$ cat config.mk
export PLATFORM = sky130hd
export DESIGN_NAME = utx_usart_tx
export DESIGN_NICKNAME = d
export VERILOG_FILES = /design/src/hw/utx_pkg.sv /design/src/hw/utx_usart_tx.sv
export VERILOG_INCLUDE_DIRS = /design/src /design/src/hw
export SDC_FILE = /design/constraint.sdc
export NUM_CORES = 1
export LEC_CHECK = 0
export BUFFER_PORTS_ARGS = -buffer_cell sky130_fd_sc_hd__buf_2
export CORE_MARGIN = 4
export CORE_UTILIZATION = 50
export CTS_CLUSTER_DIAMETER = 200
export DETAILED_ROUTE_END_ITERATION = 8
export PLACE_DENSITY_LB_ADDON = 0.1
export SYNTH_ARGS = -nofsm -noshare
export SYNTH_HDL_FRONTEND = slang
export SYNTH_SLANG_ARGS = --single-unit
$ cat constraint.sdc
create_clock -name sys_clk -period 6.84 [get_ports sys_clk]
set_input_delay 0.684 -clock sys_clk [delete_from_list [all_inputs] [get_ports sys_clk]]
set_output_delay 0.684 -clock sys_clk [all_outputs]
set_load 0.03 [all_outputs]
$ cat src/hw/utx_map.svh
`ifndef UTX_MAP_SVH
`define UTX_MAP_SVH

// ----------------------------------------------------------------------------
// Register offsets (byte addresses).
// ----------------------------------------------------------------------------
`define UTX_OFS_CONTROL 8'h00
`define UTX_OFS_MODE 8'h04
`define UTX_OFS_STATUS 8'h14
`define UTX_OFS_HOLD 8'h1C
`define UTX_OFS_BAUD 8'h20
`define UTX_OFS_ETU 8'h40
`define UTX_OFS_FACTOR 8'h44
`define UTX_OFS_BIPHASE 8'h50

// ----------------------------------------------------------------------------
// Field positions.
// ----------------------------------------------------------------------------
`define UTX_CR_RX_SOFT_RESET 2
`define UTX_CR_TX_SOFT_RESET 3
`define UTX_CR_RX_ENABLE 4
`define UTX_CR_RX_DISABLE 5
`define UTX_CR_TX_ENABLE 6
`define UTX_CR_TX_DISABLE 7
`define UTX_SR_HOLDING_FREE 0
`define UTX_SR_TX_ALL_DONE 1
`define UTX_SR_TX_ON 2
`define UTX_SR_RX_ON 3
`define UTX_HOLD_DELIM_BIT 12
`define UTX_ETU_FI_LSB 16
`define UTX_ETU_DI_LSB 20

// ----------------------------------------------------------------------------
// Reset values and counts.
// ----------------------------------------------------------------------------
`define UTX_ETU_RESET 11'h174
`define UTX_FI_CODE_RESET 4'h0
`define UTX_DI_CODE_RESET 4'h1
`define UTX_PRESCALE 8
`define UTX_OVERSAMPLE_HIGH 16
`define UTX_OVERSAMPLE_LOW 8
`define UTX_SYNC_HALVES 6'h06

`endif

$ cat src/hw/utx_pkg.sv
`default_nettype none

package utx_pkg;

   // Transmit sequencer states, Gray coded in declaration order.
   typedef enum logic [2:0] {
      UTX_IDLE = 3'h0,
      UTX_PRE = 3'h1,
      UTX_SYNC = 3'h3,
      UTX_START = 3'h2,
      UTX_DATA = 3'h6,
      UTX_PAR = 3'h7,
      UTX_STOP = 3'h5
   } utx_state_type;

   // Mode register layout.
   typedef struct packed {
      logic biphase_enable;
      logic per_char_delimiter;
      logic single_cell_delimiter;
      logic next_is_command;
      logic over8;
      logic clock_drive_out;
      logic nine_bit_mode;
      logic high_bit_first;
      logic [1:0] stop_count;
      logic [2:0] check_bit_type;
      logic sync_mode;
      logic [1:0] char_length;
      logic [1:0] divider_source;
      logic [4:0] spare;
      logic iso_mode;
   } utx_mode_type;

   // Biphase configuration register layout.
   typedef struct packed {
      logic encode_polarity;
      logic [1:0] spare_hi;
      logic [1:0] preamble_pattern;
      logic [3:0] spare_lo;
      logic [3:0] preamble_length;
   } utx_biphase_type;

endpackage

`default_nettype wire

$ cat src/hw/utx_usart_tx.sv
`default_nettype none
`include "utx_map.svh"

// Functional notes
// - Adjustment code decodes to factors 1,2,4,8,16,32,12,20.
// - Division code decodes to factors 372 up to 2048.
// - Smart-card clock is selected source divided by baud divisor, optionally driven out.
// - Smart-card bit time is that clock divided by integer ratio up to 2047.
// - Ratio field resets to 0x174.
// - Receiver and transmitter start disabled; enabled independently by control bits.
// - Soft resets stop a direction at once, clear flags, keep configuration.
// - Receiver disable waits until the current character is received.
// - Transmitter disable finishes current and held character first.
// - Frame is start, data, optional parity, stop bits; changes on clock fall.
// - Data length from char_length, or nine when nine_bit_mode is set.
// - Parity is even, odd, space, mark or none.
// - high_bit_first selects most significant bit first, else least first.
// - Stop bits follow stop_count; one and a half only in asynchronous mode.
// - Held character moves to shifter, holding_free rises; tx_all_done when all sent.
// - Flags read low while disabled; writes while holding is full are dropped.
// - biphase_enable encodes characters with a transition mid bit.
// - Optional preamble of 1 to 15 bit times in one of four patterns.
// - Default polarity sends zero as low-to-high, one as high-to-low.
// - Delimiter is an encoded zero, or a three bit-time sync pattern.
// - Command sync is high one and a half bits then low; next_is_command selects.
// - per_char_delimiter takes the sync type from each written character.
module utx_usart_tx
   import utx_pkg::*;
#(
   parameter int DIV_W = 16,
   parameter int ETU_W = 11,
   parameter int PRESCALE = `UTX_PRESCALE
) (
   // Clock and reset.
   input wire logic sys_clk,
   input wire logic rst_b,
   // Register port.
   input wire logic [7:0] reg_addr,
   input wire logic [31:0] reg_wdata,
   input wire logic reg_wr,
   input wire logic reg_rd,
   output logic [31:0] reg_rdata,
   // Receiver control.
   input wire logic rx_busy,
   output logic rx_on,
   output logic rx_reset,
   // Serial line.
   input wire logic sck_in,
   output logic sck_out,
   output logic sck_oe,
   output logic txd
);

   // -------------------------------------------------------------------------
   // Parameter check and decode functions.
   // -------------------------------------------------------------------------
   if (DIV_W < 2 || DIV_W > 16 || ETU_W < 11 || ETU_W > 16 || PRESCALE < 2) begin : g_check
      $error("utx_usart_tx parameters out of range.");
   end

   function automatic logic [5:0] di_of(input logic [3:0] code);
      case (code)
         4'h1: di_of = 6'h01;
         4'h2: di_of = 6'h02;
         4'h3: di_of = 6'h04;
         4'h4: di_of = 6'h08;
         4'h5: di_of = 6'h10;
         4'h6: di_of = 6'h20;
         4'h8: di_of = 6'h0C;
         4'h9: di_of = 6'h14;
         default: di_of = 6'h00;
      endcase
   endfunction

   function automatic logic [11:0] fi_of(input logic [3:0] code);
      case (code)
         4'h0, 4'h1: fi_of = 12'h174;
         4'h2: fi_of = 12'h22E;
         4'h3: fi_of = 12'h2E8;
         4'h4: fi_of = 12'h45C;
         4'h5: fi_of = 12'h5D0;
         4'h6: fi_of = 12'h744;
         4'h9: fi_of = 12'h200;
         4'hA: fi_of = 12'h300;
         4'hB: fi_of = 12'h400;
         4'hC: fi_of = 12'h600;
         4'hD: fi_of = 12'h800;
         default: fi_of = 12'h000;
      endcase
   endfunction

   // -------------------------------------------------------------------------
   // State.
   // -------------------------------------------------------------------------
   utx_mode_type mode_reg;
   utx_biphase_type bip_reg;
   logic [DIV_W-1:0] baud_reg;
   logic [DIV_W-1:0] div_reg;
   logic [ETU_W-1:0] etu_reg;
   logic [ETU_W-1:0] bit_reg;
   logic [3:0] fi_code_reg, di_code_reg;
   logic tx_on_reg, tx_stop_reg, rx_on_reg, rx_stop_reg, rx_reset_reg, hold_full_reg;
   logic txd_reg, sck_reg, sck_oe_reg, ext_lvl_reg, ext_prev_reg, load;
   logic [9:0] hold_reg, shift_reg;
   utx_state_type state_reg, state_next;
   logic [5:0] hcnt_reg, hcnt_next;
   logic [31:0] rdata_reg;
   logic [7:0] pre_reg;
   logic [2:0] ext_sync_reg;

   // -------------------------------------------------------------------------
   // Register port decode.
   // -------------------------------------------------------------------------
   wire wr_cr = reg_wr && reg_addr == `UTX_OFS_CONTROL;
   wire wr_hold = reg_wr && reg_addr == `UTX_OFS_HOLD;
   wire cmd_rxrst = wr_cr && reg_wdata[`UTX_CR_RX_SOFT_RESET];
   wire cmd_txrst = wr_cr && reg_wdata[`UTX_CR_TX_SOFT_RESET];
   wire cmd_rx_enable = wr_cr && reg_wdata[`UTX_CR_RX_ENABLE];
   wire cmd_rx_disable = wr_cr && reg_wdata[`UTX_CR_RX_DISABLE];
   wire cmd_tx_enable = wr_cr && reg_wdata[`UTX_CR_TX_ENABLE];
   wire cmd_tx_disable = wr_cr && reg_wdata[`UTX_CR_TX_DISABLE];
   wire holding_free = tx_on_reg && !hold_full_reg;
   wire tx_all_done = holding_free && state_reg == UTX_IDLE;
   wire hold_take = wr_hold && holding_free;
   wire [5:0] di_val = di_of(di_code_reg);
   wire [11:0] fi_val = fi_of(fi_code_reg);
   wire [31:0] status_val = {28'h000_0000, rx_on_reg, tx_on_reg, tx_all_done, holding_free};
   wire [31:0] rd_val =
      reg_addr == `UTX_OFS_MODE ? {8'h00, mode_reg} :
      reg_addr == `UTX_OFS_STATUS ? status_val :
      reg_addr == `UTX_OFS_BAUD ? 32'(baud_reg) :
      reg_addr == `UTX_OFS_ETU ? {8'h00, di_code_reg, fi_code_reg, 16'(etu_reg)} :
      reg_addr == `UTX_OFS_FACTOR ? {10'h000, di_val, 4'h0, fi_val} :
      reg_addr == `UTX_OFS_BIPHASE ? {19'h0_0000, bip_reg} : 32'h0000_0000;

   // -------------------------------------------------------------------------
   // Clock source and dividers.
   // -------------------------------------------------------------------------
   wire pre_tick = pre_reg == 8'(PRESCALE - 1);
   wire ext_tick = ext_lvl_reg && !ext_prev_reg;
   wire ext_lvl_next = ext_sync_reg[1] == ext_sync_reg[2] ? ext_sync_reg[2] : ext_lvl_reg;
   wire src_tick = mode_reg.divider_source == 2'h0 ? 1'b1 :
                   mode_reg.divider_source == 2'h3 ? ext_tick : pre_tick;
   wire [DIV_W-1:0] baud_m1 = baud_reg - DIV_W'(1);
   wire [DIV_W-1:0] baud_half_m1 = (baud_reg >> 1) - DIV_W'(1);
   wire baud_live = baud_reg != '0;
   wire div_wrap = div_reg == baud_m1;
   wire div_end = src_tick && baud_live && (baud_reg == DIV_W'(1) || div_wrap);
   wire div_mid = src_tick && baud_reg > DIV_W'(1) && div_reg == baud_half_m1;
   wire [DIV_W-1:0] div_next = (!src_tick || !baud_live) ? div_reg :
                               div_wrap ? '0 : div_reg + DIV_W'(1);
   wire [ETU_W-1:0] period = mode_reg.iso_mode ? etu_reg :
                             mode_reg.over8 ? ETU_W'(`UTX_OVERSAMPLE_LOW) :
                             ETU_W'(`UTX_OVERSAMPLE_HIGH);
   wire [ETU_W-1:0] period_m1 = period - ETU_W'(1);
   wire [ETU_W-1:0] period_half_m1 = (period >> 1) - ETU_W'(1);
   wire bit_end = div_end && period != '0 && bit_reg == period_m1;
   wire bit_mid = div_end && period > ETU_W'(1) && bit_reg == period_half_m1;
   wire [ETU_W-1:0] bit_next = !div_end ? bit_reg :
                               bit_reg >= period_m1 ? '0 : bit_reg + ETU_W'(1);
   wire clocked = mode_reg.sync_mode && !mode_reg.iso_mode;
   wire hend = clocked ? div_end : bit_end;
   wire htick = clocked ? (div_mid || div_end) : (bit_mid || bit_end);
   wire sck_next = div_end ? 1'b0 : div_mid ? 1'b1 : sck_reg;

   // -------------------------------------------------------------------------
   // Character format.
   // -------------------------------------------------------------------------
   wire [3:0] nbits = mode_reg.nine_bit_mode ? 4'h9 : 4'h5 + 4'(mode_reg.char_length);
   wire [8:0] data_mask = 9'((10'h001 << nbits) - 10'h001);
   wire [8:0] data_bits = shift_reg[8:0] & data_mask;
   wire par_en = mode_reg.check_bit_type < 3'h4;
   wire par_bit = mode_reg.check_bit_type == 3'h0 ? ^data_bits :
                  mode_reg.check_bit_type == 3'h1 ? ~^data_bits :
                  mode_reg.check_bit_type == 3'h3;
   wire [5:0] stop_len = mode_reg.stop_count == 2'h2 ? 6'h04 :
                         (mode_reg.stop_count == 2'h1 && !clocked) ? 6'h03 : 6'h02;
   wire biphase = mode_reg.biphase_enable;
   wire [3:0] plen = bip_reg.preamble_length;
   wire single = mode_reg.single_cell_delimiter;
   wire [5:0] elem_len = state_reg == UTX_PRE ? {1'b0, plen, 1'b0} :
                         state_reg == UTX_SYNC ? `UTX_SYNC_HALVES :
                         state_reg == UTX_DATA ? {1'b0, nbits, 1'b0} :
                         state_reg == UTX_STOP ? stop_len : 6'h02;
   wire last_half = hcnt_reg == elem_len - 6'h01;
   wire load_ok = hold_full_reg && tx_on_reg;
   utx_state_type first_state;
   assign first_state = !biphase ? UTX_START :
                        plen != 4'h0 ? UTX_PRE :
                        single ? UTX_START : UTX_SYNC;
   wire delim_sel = mode_reg.per_char_delimiter ? hold_reg[9] : mode_reg.next_is_command;
   wire [9:0] shift_next = load ? {delim_sel, hold_reg[8:0]} : shift_reg;

   // -------------------------------------------------------------------------
   // Sequencer, line level and enables.
   // -------------------------------------------------------------------------
   always_comb begin
      state_next = state_reg;
      hcnt_next = hcnt_reg;
      load = 1'b0;
      if (htick) begin
         if (state_reg == UTX_IDLE) begin
            if (load_ok && hend) begin
               load = 1'b1;
               state_next = first_state;
               hcnt_next = 6'h00;
            end
         end else if (last_half) begin
            hcnt_next = 6'h00;
            case (state_reg)
               UTX_PRE: state_next = single ? UTX_START : UTX_SYNC;
               UTX_SYNC, UTX_START: state_next = UTX_DATA;
               UTX_DATA: state_next = par_en ? UTX_PAR : UTX_STOP;
               UTX_PAR: state_next = UTX_STOP;
               default: begin
                  load = load_ok;
                  state_next = load_ok ? first_state : UTX_IDLE;
               end
            endcase
         end else begin
            hcnt_next = hcnt_reg + 6'h01;
         end
      end
   end

   wire [4:0] idx = hcnt_next[5:1];
   wire [3:0] dpos = mode_reg.high_bit_first ? nbits - 4'h1 - idx[3:0] : idx[3:0];
   wire data_bit = shift_reg[dpos];
   wire [1:0] pat = bip_reg.preamble_pattern;
   wire pre_bit = pat == 2'h0 ? 1'b1 : pat == 2'h1 ? 1'b0 :
                  pat == 2'h2 ? ~idx[0] : idx[0];
   wire sync_lvl = hcnt_next < 6'h03 ? shift_next[9] : ~shift_next[9];
   wire raw_bit = state_next == UTX_PRE ? pre_bit :
                  state_next == UTX_SYNC ? sync_lvl :
                  state_next == UTX_START ? 1'b0 :
                  state_next == UTX_DATA ? data_bit :
                  state_next == UTX_PAR ? par_bit : 1'b1;
   wire encode = biphase && (state_next == UTX_PRE || state_next == UTX_START ||
                             state_next == UTX_DATA || state_next == UTX_PAR);
   wire txd_next = encode ? raw_bit ^ hcnt_next[0] ^ bip_reg.encode_polarity : raw_bit;

   wire tx_drained = state_reg == UTX_IDLE && !hold_full_reg && !cmd_txrst;
   wire tx_on_next = cmd_tx_disable ? tx_on_reg :
                     cmd_tx_enable ? 1'b1 :
                     (tx_stop_reg && tx_drained) ? 1'b0 : tx_on_reg;
   wire tx_stop_next = cmd_tx_disable ? 1'b1 :
                       (cmd_tx_enable || cmd_txrst || tx_drained) ? 1'b0 : tx_stop_reg;
   wire rx_on_next = cmd_rx_disable ? rx_on_reg :
                     cmd_rx_enable ? 1'b1 :
                     (rx_stop_reg && !rx_busy) ? 1'b0 : rx_on_reg;
   wire rx_stop_next = cmd_rx_disable ? 1'b1 :
                       (cmd_rx_enable || cmd_rxrst || !rx_busy) ? 1'b0 : rx_stop_reg;
   wire hold_full_next = cmd_txrst ? 1'b0 : hold_take ? 1'b1 : load ? 1'b0 : hold_full_reg;

   // -------------------------------------------------------------------------
   // Configuration, control and holding registers.
   // -------------------------------------------------------------------------
   always_ff @(posedge sys_clk or negedge rst_b) begin
      if (!rst_b) begin
         mode_reg <= '0;
         bip_reg <= '0;
         baud_reg <= '0;
         etu_reg <= ETU_W'(`UTX_ETU_RESET);
         fi_code_reg <= `UTX_FI_CODE_RESET;
         di_code_reg <= `UTX_DI_CODE_RESET;
      end else begin
         if (reg_wr && reg_addr == `UTX_OFS_MODE) begin
            mode_reg <= reg_wdata[23:0];
         end
         if (reg_wr && reg_addr == `UTX_OFS_BIPHASE) begin
            bip_reg <= reg_wdata[12:0];
         end
         if (reg_wr && reg_addr == `UTX_OFS_BAUD) begin
            baud_reg <= reg_wdata[DIV_W-1:0];
         end
         if (reg_wr && reg_addr == `UTX_OFS_ETU) begin
            etu_reg <= ETU_W'(reg_wdata[10:0]);
            fi_code_reg <= reg_wdata[`UTX_ETU_FI_LSB +: 4];
            di_code_reg <= reg_wdata[`UTX_ETU_DI_LSB +: 4];
         end
      end
   end

   always_ff @(posedge sys_clk or negedge rst_b) begin
      if (!rst_b) begin
         tx_on_reg <= 1'b0;
         tx_stop_reg <= 1'b0;
         rx_on_reg <= 1'b0;
         rx_stop_reg <= 1'b0;
         rx_reset_reg <= 1'b0;
         hold_reg <= '0;
         hold_full_reg <= 1'b0;
         rdata_reg <= 32'h0000_0000;
      end else begin
         tx_on_reg <= tx_on_next;
         tx_stop_reg <= tx_stop_next;
         rx_on_reg <= rx_on_next;
         rx_stop_reg <= rx_stop_next;
         rx_reset_reg <= cmd_rxrst;
         hold_full_reg <= hold_full_next;
         if (hold_take) begin
            hold_reg <= {reg_wdata[`UTX_HOLD_DELIM_BIT], reg_wdata[8:0]};
         end
         rdata_reg <= reg_rd ? rd_val : 32'h0000_0000;
      end
   end

   // -------------------------------------------------------------------------
   // Clock generation and transmit sequencer registers.
   // -------------------------------------------------------------------------
   always_ff @(posedge sys_clk or negedge rst_b) begin
      if (!rst_b) begin
         pre_reg <= 8'h00;
         ext_sync_reg <= 3'h0;
         ext_lvl_reg <= 1'b0;
         ext_prev_reg <= 1'b0;
         div_reg <= '0;
         bit_reg <= '0;
         sck_reg <= 1'b0;
         sck_oe_reg <= 1'b0;
      end else begin
         pre_reg <= pre_tick ? 8'h00 : pre_reg + 8'h01;
         ext_sync_reg <= {ext_sync_reg[1:0], sck_in};
         ext_lvl_reg <= ext_lvl_next;
         ext_prev_reg <= ext_lvl_reg;
         div_reg <= div_next;
         bit_reg <= bit_next;
         sck_reg <= sck_next;
         sck_oe_reg <= mode_reg.clock_drive_out;
      end
   end

   always_ff @(posedge sys_clk or negedge rst_b) begin
      if (!rst_b) begin
         state_reg <= UTX_IDLE;
         hcnt_reg <= 6'h00;
         shift_reg <= '0;
         txd_reg <= 1'b1;
      end else if (cmd_txrst) begin
         state_reg <= UTX_IDLE;
         hcnt_reg <= 6'h00;
         txd_reg <= 1'b1;
      end else begin
         state_reg <= state_next;
         hcnt_reg <= hcnt_next;
         shift_reg <= shift_next;
         if (htick) begin
            txd_reg <= txd_next;
         end
      end
   end

   // -------------------------------------------------------------------------
   // Outputs.
   // -------------------------------------------------------------------------
   assign reg_rdata = rdata_reg;
   assign rx_on = rx_on_reg;
   assign rx_reset = rx_reset_reg;
   assign sck_out = sck_reg;
   assign sck_oe = sck_oe_reg;
   assign txd = txd_reg;

endmodule // utx_usart_tx

`default_nettype wire

---- Word-level counts from Yosys, hierarchy flattened ----
Memories as Yosys holds them, arrays and structs flattened.
Cells that the tools add are included.
storage, ports and cells
  flip-flop bits (word level) ............. 174
  memory bits (read-only) ................. 272
  input port bits ......................... 46
  logic and storage cells ................. 258
  memories ................................ 2
operators by class
  $add $sub $neg .......................... 13
  order comparisons ....................... 6
  equal/unequal tests ..................... 33
  shift-type cells ........................ 1
  muxes and demuxes ....................... 76
  bitwise logic cells ..................... 8
  reductions and logical operators ........ 74
memory list
  memory           words  width  rd ports  clocked after memory_dff  wr ports  line                source
  (no name shown)  16     11     1         0                         0         utx_usart_tx.sv:76  case (code)
  (no name shown)  16     6      1         0                         0         utx_usart_tx.sv:62  case (code)
operators by type and width
  kind                                                                    number
  24-bit two-way mux                                                      5
  1-bit two-way mux                                                       40
  1-bit logical AND                                                       33
  16-bit == test                                                          2
  3-bit two-way mux                                                       10
  6-bit two-way mux                                                       5
  8-bit by 7-bit == test with 1-bit output (second input constant)        3
  11-bit == test                                                          2
  11-bit two-way mux                                                      2
  22-bit two-way mux                                                      1
  5-bit two-way mux                                                       4
  16-bit by 1-bit adder with 16-bit output (second input constant)        1
  16-bit by 1-bit == test with 1-bit output (second input constant)       1
  8-bit by 3-bit == test with 1-bit output (second input constant)        2
  8-bit by 5-bit == test with 1-bit output (second input constant)        2
  16-bit by 1-bit > comparator with 1-bit output (second input constant)  1
  16-bit two-way mux                                                      1
  16-bit nonzero test                                                     1
  15-bit by 1-bit subtractor with 16-bit output (second input constant)   1
  16-bit by 1-bit subtractor with 16-bit output (second input constant)   1
  3-bit by 2-bit == test with 1-bit output (second input constant)        5
  3-bit == test (second input constant)                                   5
  13-bit two-way mux                                                      1
  3-bit case mux with 4 select lines                                      1
  44 further kinds                                                        81

---- Longest topological paths before layout ----
Gate-level depths: netlist (run 1).
  word-level depth ........................ 28
  gate-level depth with buffers ........... 27
  gate-level depth less buffers ........... 24

---- Least setup slack after synthesis (run 1) ----
Ideal clock, no wire load.
  kind .................................... register -> register
  from .................................... reg mode_reg[0] (netlist bit)
  to ...................................... reg txd_reg, in the netlist txd
  arrival time ............................ 5,636 ps
  path slack .............................. 1,143 ps
  cell stages (with the launch flop) ...... 27
  buffers on the path ..................... 2
  period minus slack after synthesis ...... 5,697 ps
  path through ............................ dfrtp_1 > clkbuf_1 > buf_1 > nand2_1 > ha_1 > or4b_2 > nor3_1 > xor2_1 > nand2_1 > ha_1 > nand4_1 > nor3_1 > nor2_1 > nor3b_1 > nand2_1 > o21a_2 > o41ai_4 > nand2_1 > xnor2_1 > ha_1 > nor2_1 > a31oi_1 > o21ai_0 > o221a_2 > o21ai_0 > a21oi_1 > and3b_1
between the ends
  cells in the longest elaborated chain, start to end .. 28
  elaborated cells between the ends (all ways) .. 71
  classes of those cells .................. add/sub (4); order compare (2); eq/ne (8); mux (37); bitwise (4); reduce/logical (16)
RTL lines
  element                         line                 source
  start: declaration              utx_usart_tx.sv:95   utx_mode_type mode_reg;
  start signal: assignment        utx_usart_tx.sv:268  mode_reg <= reg_wdata[23:0];
  1-bit zero test                 utx_usart_tx.sv:161  wire clocked = mode_reg.sync_mode && !mode_reg.iso_mode;
  1-bit logical AND               utx_usart_tx.sv:161
  1-bit zero test                 utx_usart_tx.sv:177  (mode_reg.stop_count == 2'h1 && !clocked) ? 6'h03 : 6'h02;
  1-bit logical AND               utx_usart_tx.sv:177
  1-bit two-way mux               utx_usart_tx.sv:177
  3-bit two-way mux               utx_usart_tx.sv:176  wire [5:0] stop_len = mode_reg.stop_count == 2'h2 ? 6'h04 :
  3-bit two-way mux               utx_usart_tx.sv:184  state_reg == UTX_STOP ? stop_len : 6'h02;
  5-bit two-way mux               utx_usart_tx.sv:183  state_reg == UTX_DATA ? {1'b0, nbits, 1'b0} :
  [... 11 more ...]               --
  1-bit two-way mux               utx_usart_tx.sv:236  state_next == UTX_DATA ? data_bit :
  1-bit two-way mux               utx_usart_tx.sv:235  state_next == UTX_START ? 1'b0 :
  1-bit two-way mux               utx_usart_tx.sv:234  state_next == UTX_SYNC ? sync_lvl :
  1-bit two-way mux               utx_usart_tx.sv:233  wire raw_bit = state_next == UTX_PRE ? pre_bit :
  1-bit bitwise XOR (2 in a row)  utx_usart_tx.sv:240  wire txd_next = encode ? raw_bit ^ hcnt_next[0] ^ bip_reg.encode_polarity : raw_bit;
  1-bit two-way mux               utx_usart_tx.sv:240
  1-bit two-way mux               utx_usart_tx.sv:347  if (htick) begin
  1-bit two-way mux               utx_usart_tx.sv:339  end else if (cmd_txrst) begin
  end signal: assignment          utx_usart_tx.sv:348  txd_reg <= txd_next;
  end: declaration                utx_usart_tx.sv:103  logic txd_reg, sck_reg, sck_oe_reg, ext_lvl_reg, ext_prev_reg, load;
Parallel ways exist; a longest one is shown, timed or not. The select of a mux whose other input is x is not followed.
A chain may end at the register's enable or synchronous reset.

---- Worst setup path in the final report (run 1) ----
Same ends and word-level chain as after synthesis.

==> impl_results.md, run 1 <==
- Starting Density: 51.3%
- Clk_lat worst skew: 450 ps
- Total CTS buffers: 17
- CP Max Fanout: 14
- Ys async rst share: 100%
- Vias per inst: 6.20
- Worst r2r path cells: 23
- WHS: 241 ps
- Type of origin of the critical path: flip-flop
- First-pass DRT Iterations: 5
- Critical R2R Launch: mode_reg[0]$_DFFE_PN0P_
- Core area: 22100 um^2
- Initial antenna violation count: 1
- Overall power: 2630 uW
- Antenna cells: 0
- # nets final: 1283
- Sw Ratio: 32.5%
- Top FF cell, synth: dfrtp_1
- Final Hold Viols: 0
- Maxcap violations: 0
- End-of-flow core utilization: 56.1%
- Leak Pwr: 0.00558 uW
- Post-DP HPWL: 22300 um
- Warnings, synthesis: 0
- PnR worst setup slack: 508 ps
- Clock skew: 27.4 ps
- Post-Synthesis Cells: 1184
- Rows: 54
- Layout area overhead: 9.34%
- Endpoint class of the critical path: flip-flop
- Clock transition at path regs: 90 ps
- # port buffers: 66
- DR vias: 9272
- Io pins: 83
- Total Routing Usage GR: 24.5%
- Logic pwr share: 16.9%
- Per-cell routed wire length: 20.5 um
- Syn Area/Cell: 9.57 um^2
- Setup Buffers After CTS: 0
- Net load switching power: 856 uW
- Max reg flops: 24
- CTS tree: done
- RSZ-0062 raised after global routing: false
- Die X: 159 um
- Pwr Density: 212 nW/um^2
- Setup TNS: 0 ps
- DRT iter0 DRCs: 604
- Grt total ovfl: 0
- Library cells used by synthesis: 92
- Number of global-route vias before repair: 8625
- Routability cong.: 0.929
- Minimum clock period: 6330 ps
- Die height: 159 um
- Sequential area share after synthesis: 38.5%
- Worst path required time: 7230 ps
- Largest net degree at the start of global routing: 67
- Clk pwr share: 38.8%
- Internal power: 1780 uW
- Fmax: 158 MHz
- CTS Sinks: 174
- Final Cycle Share: 92.6%
- Hold Path Class: in -> async
- Transition time of the tightest slew-check pin: 1070 ps
- Final Setup Violations: 0
- Status: finished clean
- Yosys reg bits: 174
- VDD IR max: 0.179 mV
- Total routed wirelength: 30600 um
- DRC: 0
- First-pass GRT wire length: 48400 um
- Reg power frac: 44.3%
- Post-DRT Antenna Nets: 0
- Worst r2r dst: txd$_DFFE_PN1P_
- Fraction of layout cells with a size suffix above 1: 19.1%
- Placement Setup Slack: 546 ps
- Fin. max-slew vios: 0
- Number of synthesized flops with an enable pin: 0
- Die area: 25100 um^2
- Cell Area, Synth: 11300 um^2
- Clock Root Buffer: clkbuf_16
- Slack of the worst reg-to-reg path: 510 ps
- Critical path class: reg -> reg
- Depth of the CTS H-tree: 4
- CTS Buffer Depth: 2
- Max-slew headroom: 28.4%
- Critical Path AT: 6720 ps
-- logic make-up after synthesis --
group                    after synthesis  share of synthesized area [%]
AND/OR/NAND/NOR                      413                           19.6
AO/OA/AOI/OAI                        256                           16.5
flip-flops                           174                           38.5
buffers and inverters                107                           3.96
multiplexers                         101                           9.99
XOR/XNOR                              96                           7.54
adder cells (fa/ha/maj)               35                           3.84
other                                  2                         0.0662
-- area by class of cell --
class	count	area, um^2
fillers	1974	9700
multi-input cells	911	6570
flip-flops and latches	174	4360
clock buffers	17	425
repair buffers	71	374
well taps	280	350
clock inverters	15	211
inverters	28	105
-- through the flow --
step / area (um^2) / std cells
after floorplan: 11400 / 1192
after global placement: 11700 / 1464
after detailed placement: 11700 / 1464
after CTS: 12400 / 1496
after global routing: 12400 / 1496
final: 12400 / 1496
-- routing by layer --
layer | vias up | global-route usage (%) | wire length, um
li1 | 4354 | - | -
met1 | 4620 | 35.2 | 14000
met2 | 256 | 38.6 | 14300
met3 | 40 | 4.65 | 1710
met4 | 2 | 5.56 | 526
met5 | - | 0 | 13
-- Yosys cell counts, types with 5 or more instances --
library cell	instances	area [um^2]
dfrtp_1	167	4180
nand2_1	89	334
mux2_2	85	957
nor2_1	78	293
clkbuf_1	58	218
xnor2_1	57	499
o21ai_0	51	255
nand3_1	40	200
xor2_1	38	333
ha_1	34	425
a21oi_1	32	160
inv_1	28	105
nor2b_1	28	175
nor3_1	24	120
a22oi_1	23	173
and2_1	19	119
and3_1	18	113
nand4_1	16	100
o21a_1	15	113
a21boi_0	14	105
nor4_1	14	87.6
a221oi_1	13	114
a31oi_1	13	81.3
mux2i_1	13	130
or3_1	13	81.3
nand2b_1	11	68.8
nor3b_1	11	82.6
or2_2	11	68.8
o31ai_1	10	75.1
buf_4	8	60.1
buf_2	7	35.0
dfstp_2	7	184
nand3b_1	7	52.6
and4_1	6	52.6
a211o_1	5	43.8
a211oi_1	5	37.5
a222oi_1	5	50.1
nor4b_1	5	43.8
o2111ai_1	5	43.8
o22ai_1	5	31.3
o31a_1	5	43.8
-- how the worst max path moves through the flow --
stage	startpoint	end	depth (start not counted)
floorplan	mode_reg[0]$_DFFE_PN0P_	txd$_DFFE_PN1P_	26
finish	mode_reg[0]$_DFFE_PN0P_	txd$_DFFE_PN1P_	23
CTS	mode_reg[0]$_DFFE_PN0P_	txd$_DFFE_PN1P_	24
global route	mode_reg[0]$_DFFE_PN0P_	txd$_DFFE_PN1P_	23
global placement	mode_reg[0]$_DFFE_PN0P_	txd$_DFFE_PN1P_	24
detailed placement	mode_reg[0]$_DFFE_PN0P_	txd$_DFFE_PN1P_	24
-- cell usage in the layout (no fill, tap or decap), types with 14 or more instances in the layout --
cell type and instances:
and3_1 18, ha_1 34, a22oi_1 23, o21a_1 15, clkbuf_16 17, dfrtp_1 167
nand2_1 89, nand4_1 16, nor2b_1 28, buf_2 65, nand3_1 40, a21boi_0 14
nor2_1 78, o21ai_0 51, a21oi_1 32, and2_1 19, nor4_1 14, mux2_2 85
inv_1 28, xnor2_1 57, xor2_1 38, nor3_1 23
-- power groups by stage --
stage	logic, uW	clock network (uW)	registers [uW]
floorplan	367	0	1130
global placement	436	0	1180
detailed placement	440	0	1180
CTS	442	1040	1160
global route	497	1080	1180
finish	444	1020	1170
-- what timing repair did --
action                     CTS  global route
hold buffers                 0             0
setup endpoints to repair    0             1
resized for setup            0             2
-- critical path, stage by stage, from the launching register on --
cell,delay [ps]
dfrtp_1,550
nand2_1,270
ha_1,290
or4b_2,690
nor3_1,210
xor2_1,160
nand2_1,80
ha_1,310
nand4_1,120
nor3_2,320
nor2_1,80
nor3b_1,360
nand2_1,120
o21a_2,300
o41ai_4,560
nand2_1,120
xnor2_1,150
ha_1,230
a31o_2,220
a221oi_1,450
o221a_2,270
o21ai_0,100
a21oi_1,140
and3b_1,180
Note: power is estimated with default switching activity, not from simulation.
==> inputs of run 2 (changes only) <==
Settings changed: CORE_UTILIZATION 50 to 45.
==> run 2 against run 1 <==
Net effect: clock-buffer cell count stayed put; sequential cell count stayed put; global-route usage is 2.0 points lower; clock power is 4% higher; via count is 0.29% lower; largest power group unchanged.
==> impl_results.md, run 2 (same netlist as run 1, synthesis figures left out) <==
- Per-cell routed wire length: 20.4 um (-0.13%)
- Type of origin of the critical path: flip-flop
- Critical Path AT: 6680 ps (-40 ps)
- CTS Hold Bufs: 0 (unchanged)
- CP Max Fanout: 7 (-7)
- Post-DP HPWL: 23200 um (+3.8%)
- Die area: 27800 um^2 (+11%)
- RSZ-0062 raised after global routing: false
- Total CTS buffers: 17 (unchanged)
- Max-slew headroom: 29.1% (+0.69 points)
- CTS tree: done
- Antenna cells: 0 (unchanged)
- Final Hold Viols: 0 (unchanged)
- Endpoint class of the critical path: flip-flop
- Number of global-route vias before repair: 8960 (+3.9%)
- Fin. max-slew vios: 0 (unchanged)
- Final Cycle Share: 91.7% (-0.88 points)
- Depth of the CTS H-tree: 4 (unchanged)
- Die height: 167 um (+5.1%)
- Setup TNS: 0 ps (unchanged)
- # port buffers: 66 (unchanged)
- Largest net degree at the start of global routing: 109 (+63%)
- Cell total after placement: 1510 (+3.1%)
- Core area: 24500 um^2 (+11%)
- Fraction of layout cells with a size suffix above 1: 19.0% (-0.031 points)
- Grt total ovfl: 0 (unchanged)
- CTS Sinks: 174 (unchanged)
- # nets final: 1285 (+0.16%)
- Status: finished clean
- CP delay by family, top: simple AND/OR/NAND/NOR gates
- Leak Pwr: 0.00559 uW (+0.27%)
- Hold Path Class: in -> async
- Maxcap violations: 0 (unchanged)
- Cell Chain, Critical Path: nand2_1, ha_1, or4b_2, nor3_1, xor2_1, nand2_1, ha_1, nand4_1, nor3_1, nor2_1, nor3b_1, nand2_1, o21a_2, o41ai_4, nand2_1, xnor2_1, ha_1, nor2_1, a31oi_1, o21ai_0, o221a_2, o21ai_0, a21oi_1, and3b_1
- DR vias: 9245 (-0.29%)
- Final Setup Violations: 0 (unchanged)
- Clock transition at path regs: 90 ps (about the same)
- Final Non-Filler Cells: 1542 (+3.1%)
- Pwr Density: 214 nW/um^2 (+0.96%)
- Transition time of the tightest slew-check pin: 1060 ps (-10.3 ps)
- WP buf/inv: 0 (unchanged)
- Die X: 167 um (+5.1%)
- Worst path slowest cell: or4b_2
- Total Routing Usage GR: 22.5% (-2.0 points)
- Routability cong.: 0.883 (-4.9%)
- Resize count post-CTS: 0 (unchanged)
- Fmax: 159 MHz (+0.96%)
- Starting Density: 46.2% (-5.1 points)
- Max reg flops: 24 (unchanged)
- First-pass DRT Iterations: 5 (unchanged)
- Worst path required time: 7240 ps (about the same)
- Rows: 57 (+5.6%)
- Post-DRT Antenna Nets: 0 (unchanged)
- VDD IR max: 0.146 mV (-19%)
- Most common cell after layout, fill and taps aside: dfrtp_1
- Layout area overhead: 9.97%
- Critical path class: reg -> reg
- Clk_lat worst skew: 460 ps (about the same)
- Minimum clock period: 6270 ps (-60.0 ps)
- DRT iter0 DRCs: 643 (+6.5%)
- Most used cell along the critical path: nand2_1
- Clock Root Buffer: clkbuf_16
- Setup Buffers After CTS: 0 (unchanged)
- Io pins: 83 (unchanged)
- First-pass GRT wire length: 50500 um (+4.4%)
- CTS Buffer Depth: 2 (unchanged)
- Initial antenna violation count: 1 (unchanged)
- Most frequent cells in the layout: dfrtp_1, nand2_1, mux2_2
- CP max stage delay: 690 ps (about the same)
- DRC: 0 (unchanged)
- Total routed wirelength: 31500 um (+2.9%)
- Vias per inst: 6.00 (-3.3%)
- Clock skew: 23.7 ps (-3.68 ps)
run 2: power breakdown:
part           leakage, uW  internal [uW]  switching (uW)
Sequential         0.00233           1070            92.6
Combinational      0.00296            199             246
Clock             0.000308            515             548
Total              0.00559           1790             887
run 2: layout make-up:
class,instances,area (um^2)
flip-flops and latches,174,4360
clock inverters,15,221
clock buffers,17,425
well taps,324,405
fillers,2338,12100
inverters,28,105
multi-input cells,911,6550
repair buffers,73,392
run 2: path summary, 6_finish.rpt:
kind | from | endpoint | slack, ps | cells past startpoint
max in group asynchronous | rst_b | mode_reg[9]$_DFFE_PN0P_ | 5180 | 2
hold / removal | rst_b | bit_reg[5]$_DFFE_PN0N_ | 280 | 1
min in group sys_clk | sck_in | ext_sync_reg[0]$_DFF_PN0_ | 360 | 1
setup reg to reg | mode_reg[0]$_DFFE_PN0P_ | txd$_DFFE_PN1P_ | 570 | 24
hold reg to reg | ext_sync_reg[0]$_DFF_PN0_ | ext_sync_reg[1]$_DFF_PN0_ | 360 | 0
setup / recovery | mode_reg[0]$_DFFE_PN0P_ | txd$_DFFE_PN1P_ | 570 | 24
run 2: metrics by stage:
| stage | worst slack [ps] | instance area [um^2] | total power, uW | util [%] | hold slack (ps) |
|---|---|---|---|---|---|
| 4_1_cts | 649 | 12500 | 2700 | 50.8 | 346 |
| 3_5_place_dp | 681 | 11800 | 1630 | 48.2 | 351 |
| 3_3_place_gp | 781 | 11800 | 1620 | 48.2 | 350 |
| 5_1_grt | 22.0 | 12500 | 2800 | 50.8 | 353 |
| 6_report | 568 | 12500 | 2670 | 50.8 | 282 |
| 2_1_floorplan | 1140 | 11400 | 1500 | - | 331 |
run 2: worst reg2reg max path, delay by kind of cell (launching register included):
kind / cells / cell delay [ps]
fa+ha+maj: 3 / 880
simple gates: 12 / 2650
flops: 1 / 460
xor+xnor: 2 / 310
compound gates: 7 / 1930
run 2: metal layers:
metal | GRT usage (%) | vias up | wire (um)
li1 | - | 4364 | -
met1 | 31.9 | 4581 | 14600
met2 | 36.9 | 254 | 15100
met3 | 3.53 | 44 | 1480
met4 | 4.73 | 2 | 385
met5 | 0 | - | 13
==> inputs of run 3 (changes only) <==
Settings changed: BUFFER_PORTS_ARGS -buffer_cell sky130_fd_sc_hd__buf_2 to -buffer_cell sky130_fd_sc_hd__clkbuf_2.
==> run 3 against run 2 <==
Net effect: first-iteration DRC count increased by 12%; clock skew increased by 9.1 ps; combinational power about the same; via count decreased by 0.36%; worst hold slack improved by 54 ps; sequential share of layout area about the same; die area unchanged; clock power about the same; worst setup slack improved by 75 ps; critical path type unchanged; cell area decreased by 0.10%.
==> impl_results.md, run 3 (same netlist as run 1, synthesis figures left out) <==
- Cell Chain, Critical Path: nand2_1, ha_1, or4b_2, nor3_1, xor2_1, nand2_1, ha_1, nand4_1, nor3_1, nor2_1, nor3b_1, nand2_1, o21a_2, o41ai_4, nand2_1, xnor2_1, ha_1, nor2_1, a31oi_1, o21ai_0, o221a_2, o21ai_0, a21oi_1, and3b_1
- Total Routing Usage GR: 22.5% (-0.025 points)
- # nets final: 1286 (+0.078%)
- CP max stage delay: 690 ps (about the same)
- Starting Density: 46.2% (unchanged)
- Max reg flops: 24 (unchanged)
- Largest net degree at the start of global routing: 99 (-9.2%)
- Fin. max-slew vios: 0 (unchanged)
- Status: finished clean
- Most frequent cells in the layout: dfrtp_1, nand2_1, mux2_2
- Worst path slowest cell: or4b_2
- Logic pwr share: 16.8% (+0.2 points)
- Die area: 27800 um^2 (unchanged)
- CTS Hold Bufs: 0 (unchanged)
- Core area: 24500 um^2 (unchanged)
- CTS Sinks: 174 (unchanged)
- WHS: 336 ps (+54.0 ps)
- Transition time of the tightest slew-check pin: 1010 ps (-56.6 ps)
- CTS tree: done
- PnR worst setup slack: 642 ps (+74.7 ps)
- Fmax: 161 MHz (+1.2%)
- Layout area overhead: 9.86%
- Placement Setup Slack: 649 ps (-31.7 ps)
- Net load switching power: 871 uW (-1.8%)
- CP Max Fanout: 7 (unchanged)
- Total routed wirelength: 31600 um (+0.28%)
- DRT iter0 DRCs: 723 (+12%)
- Worst path required time: 7250 ps (about the same)
- Resize count post-CTS: 0 (unchanged)
- Grt total ovfl: 0 (unchanged)
- Rows: 57 (unchanged)
- Crit. Startpoint: mode_reg[0]$_DFFE_PN0P_
- Fraction of layout cells with a size suffix above 1: 19.1% (+0.066 points)
- CTS Buffer Depth: 2 (unchanged)
- Post-DRT Antenna Nets: 0 (unchanged)
- Die X: 167 um (unchanged)
- Number of global-route vias before repair: 8756 (-2.3%)
- Reg power frac: 44.0% (+0.4 points)
- Critical R2R Launch: mode_reg[0]$_DFFE_PN0P_
- Setup Buffers After CTS: 0 (unchanged)
- Sw Ratio: 32.9% (-0.30 points)
- Total CTS buffers: 17 (unchanged)
- Type of origin of the critical path: flip-flop
- Clock transition at path regs: 90 ps (about the same)
- Internal power: 1780 uW (-0.50%)
- Vias per inst: 5.97 (-0.42%)
- RSZ-0062 raised after global routing: false
- Most common cell after layout, fill and taps aside: dfrtp_1
- Hold Path Class: in -> async
- Depth of the CTS H-tree: 4 (unchanged)
- DR vias: 9212 (-0.36%)
- Fillers: 2323 (-0.64%)
- Routability cong.: 0.885 (+0.17%)
- Clock skew: 32.9 ps (+9.12 ps)
- Max-slew headroom: 32.7% (+3.6 points)
- Endpoint class of the critical path: flip-flop
- WP buf/inv: 0 (unchanged)
- Leak Pwr: 0.00557 uW (-0.35%)
- Critical Path AT: 6600 ps (-80 ps)
- Per-cell routed wire length: 20.5 um (+0.21%)
- Final Cycle Share: 90.6% (-1.1 points)
- End-of-flow core utilization: 50.8% (-0.051 points)
- Post-DP HPWL: 23000 um (-0.54%)
- Final Hold Viols: 0 (unchanged)
- Pwr Density: 213 nW/um^2 (-0.84%)
- Overall power: 2650 uW (-0.94%)
- Antenna cells: 0 (unchanged)
- CP delay by family, top: simple AND/OR/NAND/NOR gates
- # port buffers: 66 (unchanged)
- Die height: 167 um (unchanged)
- Io pins: 83 (unchanged)
- Clk_lat worst skew: 460 ps (about the same)
- First-pass DRT Iterations: 7 (+2)
- VDD IR max: 0.125 mV (-15%)
- Most used cell along the critical path: nand2_1
- Clock Root Buffer: clkbuf_16
- DRC: 0 (unchanged)
- Clk pwr share: 39.2% (-0.5 points)
- First-pass GRT wire length: 50300 um (-0.42%)
- Minimum clock period: 6200 ps (-74.7 ps)
- Initial antenna violation count: 0 (-1)
- Critical path class: reg -> reg
- Maxcap violations: 0 (unchanged)
- Final Setup Violations: 0 (unchanged)
- Setup TNS: 0 ps (unchanged)
-- run 3: layer usage --
layer	GRT usage [%]	vias up	share of wire, %
li1	-	4354	-
met1	31.7	4588	46
met2	36.9	238	48
met3	3.60	32	4.9
met4	4.62	0	1.2
met5	0	-	0
-- run 3: layout make-up --
type                       instances  area, um^2  share of cell area, %
inverter                          28         105                  0.844
clock inverter                    15         201                   1.62
timing repair buffer              74         399                   3.21
tap                              324         405                   3.26
multi-input combinational        911        6550                   52.6
sequential                       174        4360                   35.0
clock buffer                      17         425                   3.42
-- run 3: power groups by stage --
stage | clock network, uW | registers [uW] | logic [uW]
final | 1040 | 1170 | 445
after global routing | 1100 | 1180 | 495
after CTS | 1060 | 1160 | 447
after detailed placement | 0 | 1180 | 446
after global placement | 0 | 1180 | 439
after floorplan | 0 | 1130 | 367
-- run 3: per-stage QoR --
step           cell area, um^2  cells
2_1_floorplan            11400   1192
3_3_place_gp             11800   1511
4_1_cts                  12500   1543
6_report                 12500   1543
3_5_place_dp             11800   1511
5_1_grt                  12500   1543
-- run 3: worst paths after layout --
kind | cells after the start | slack (ps) | end
worst max-delay path | 24 | 640 | txd$_DFFE_PN1P_
worst min-delay path | 1 | 340 | hcnt_reg[4]$_DFF_PN0_
worst max register to register | 24 | 640 | txd$_DFFE_PN1P_
worst min register to register | 0 | 360 | ext_sync_reg[1]$_DFF_PN0_
max in group asynchronous | 2 | 4990 | baud_reg[15]$_DFFE_PN0P_
min in group sys_clk | 0 | 360 | ext_sync_reg[1]$_DFF_PN0_
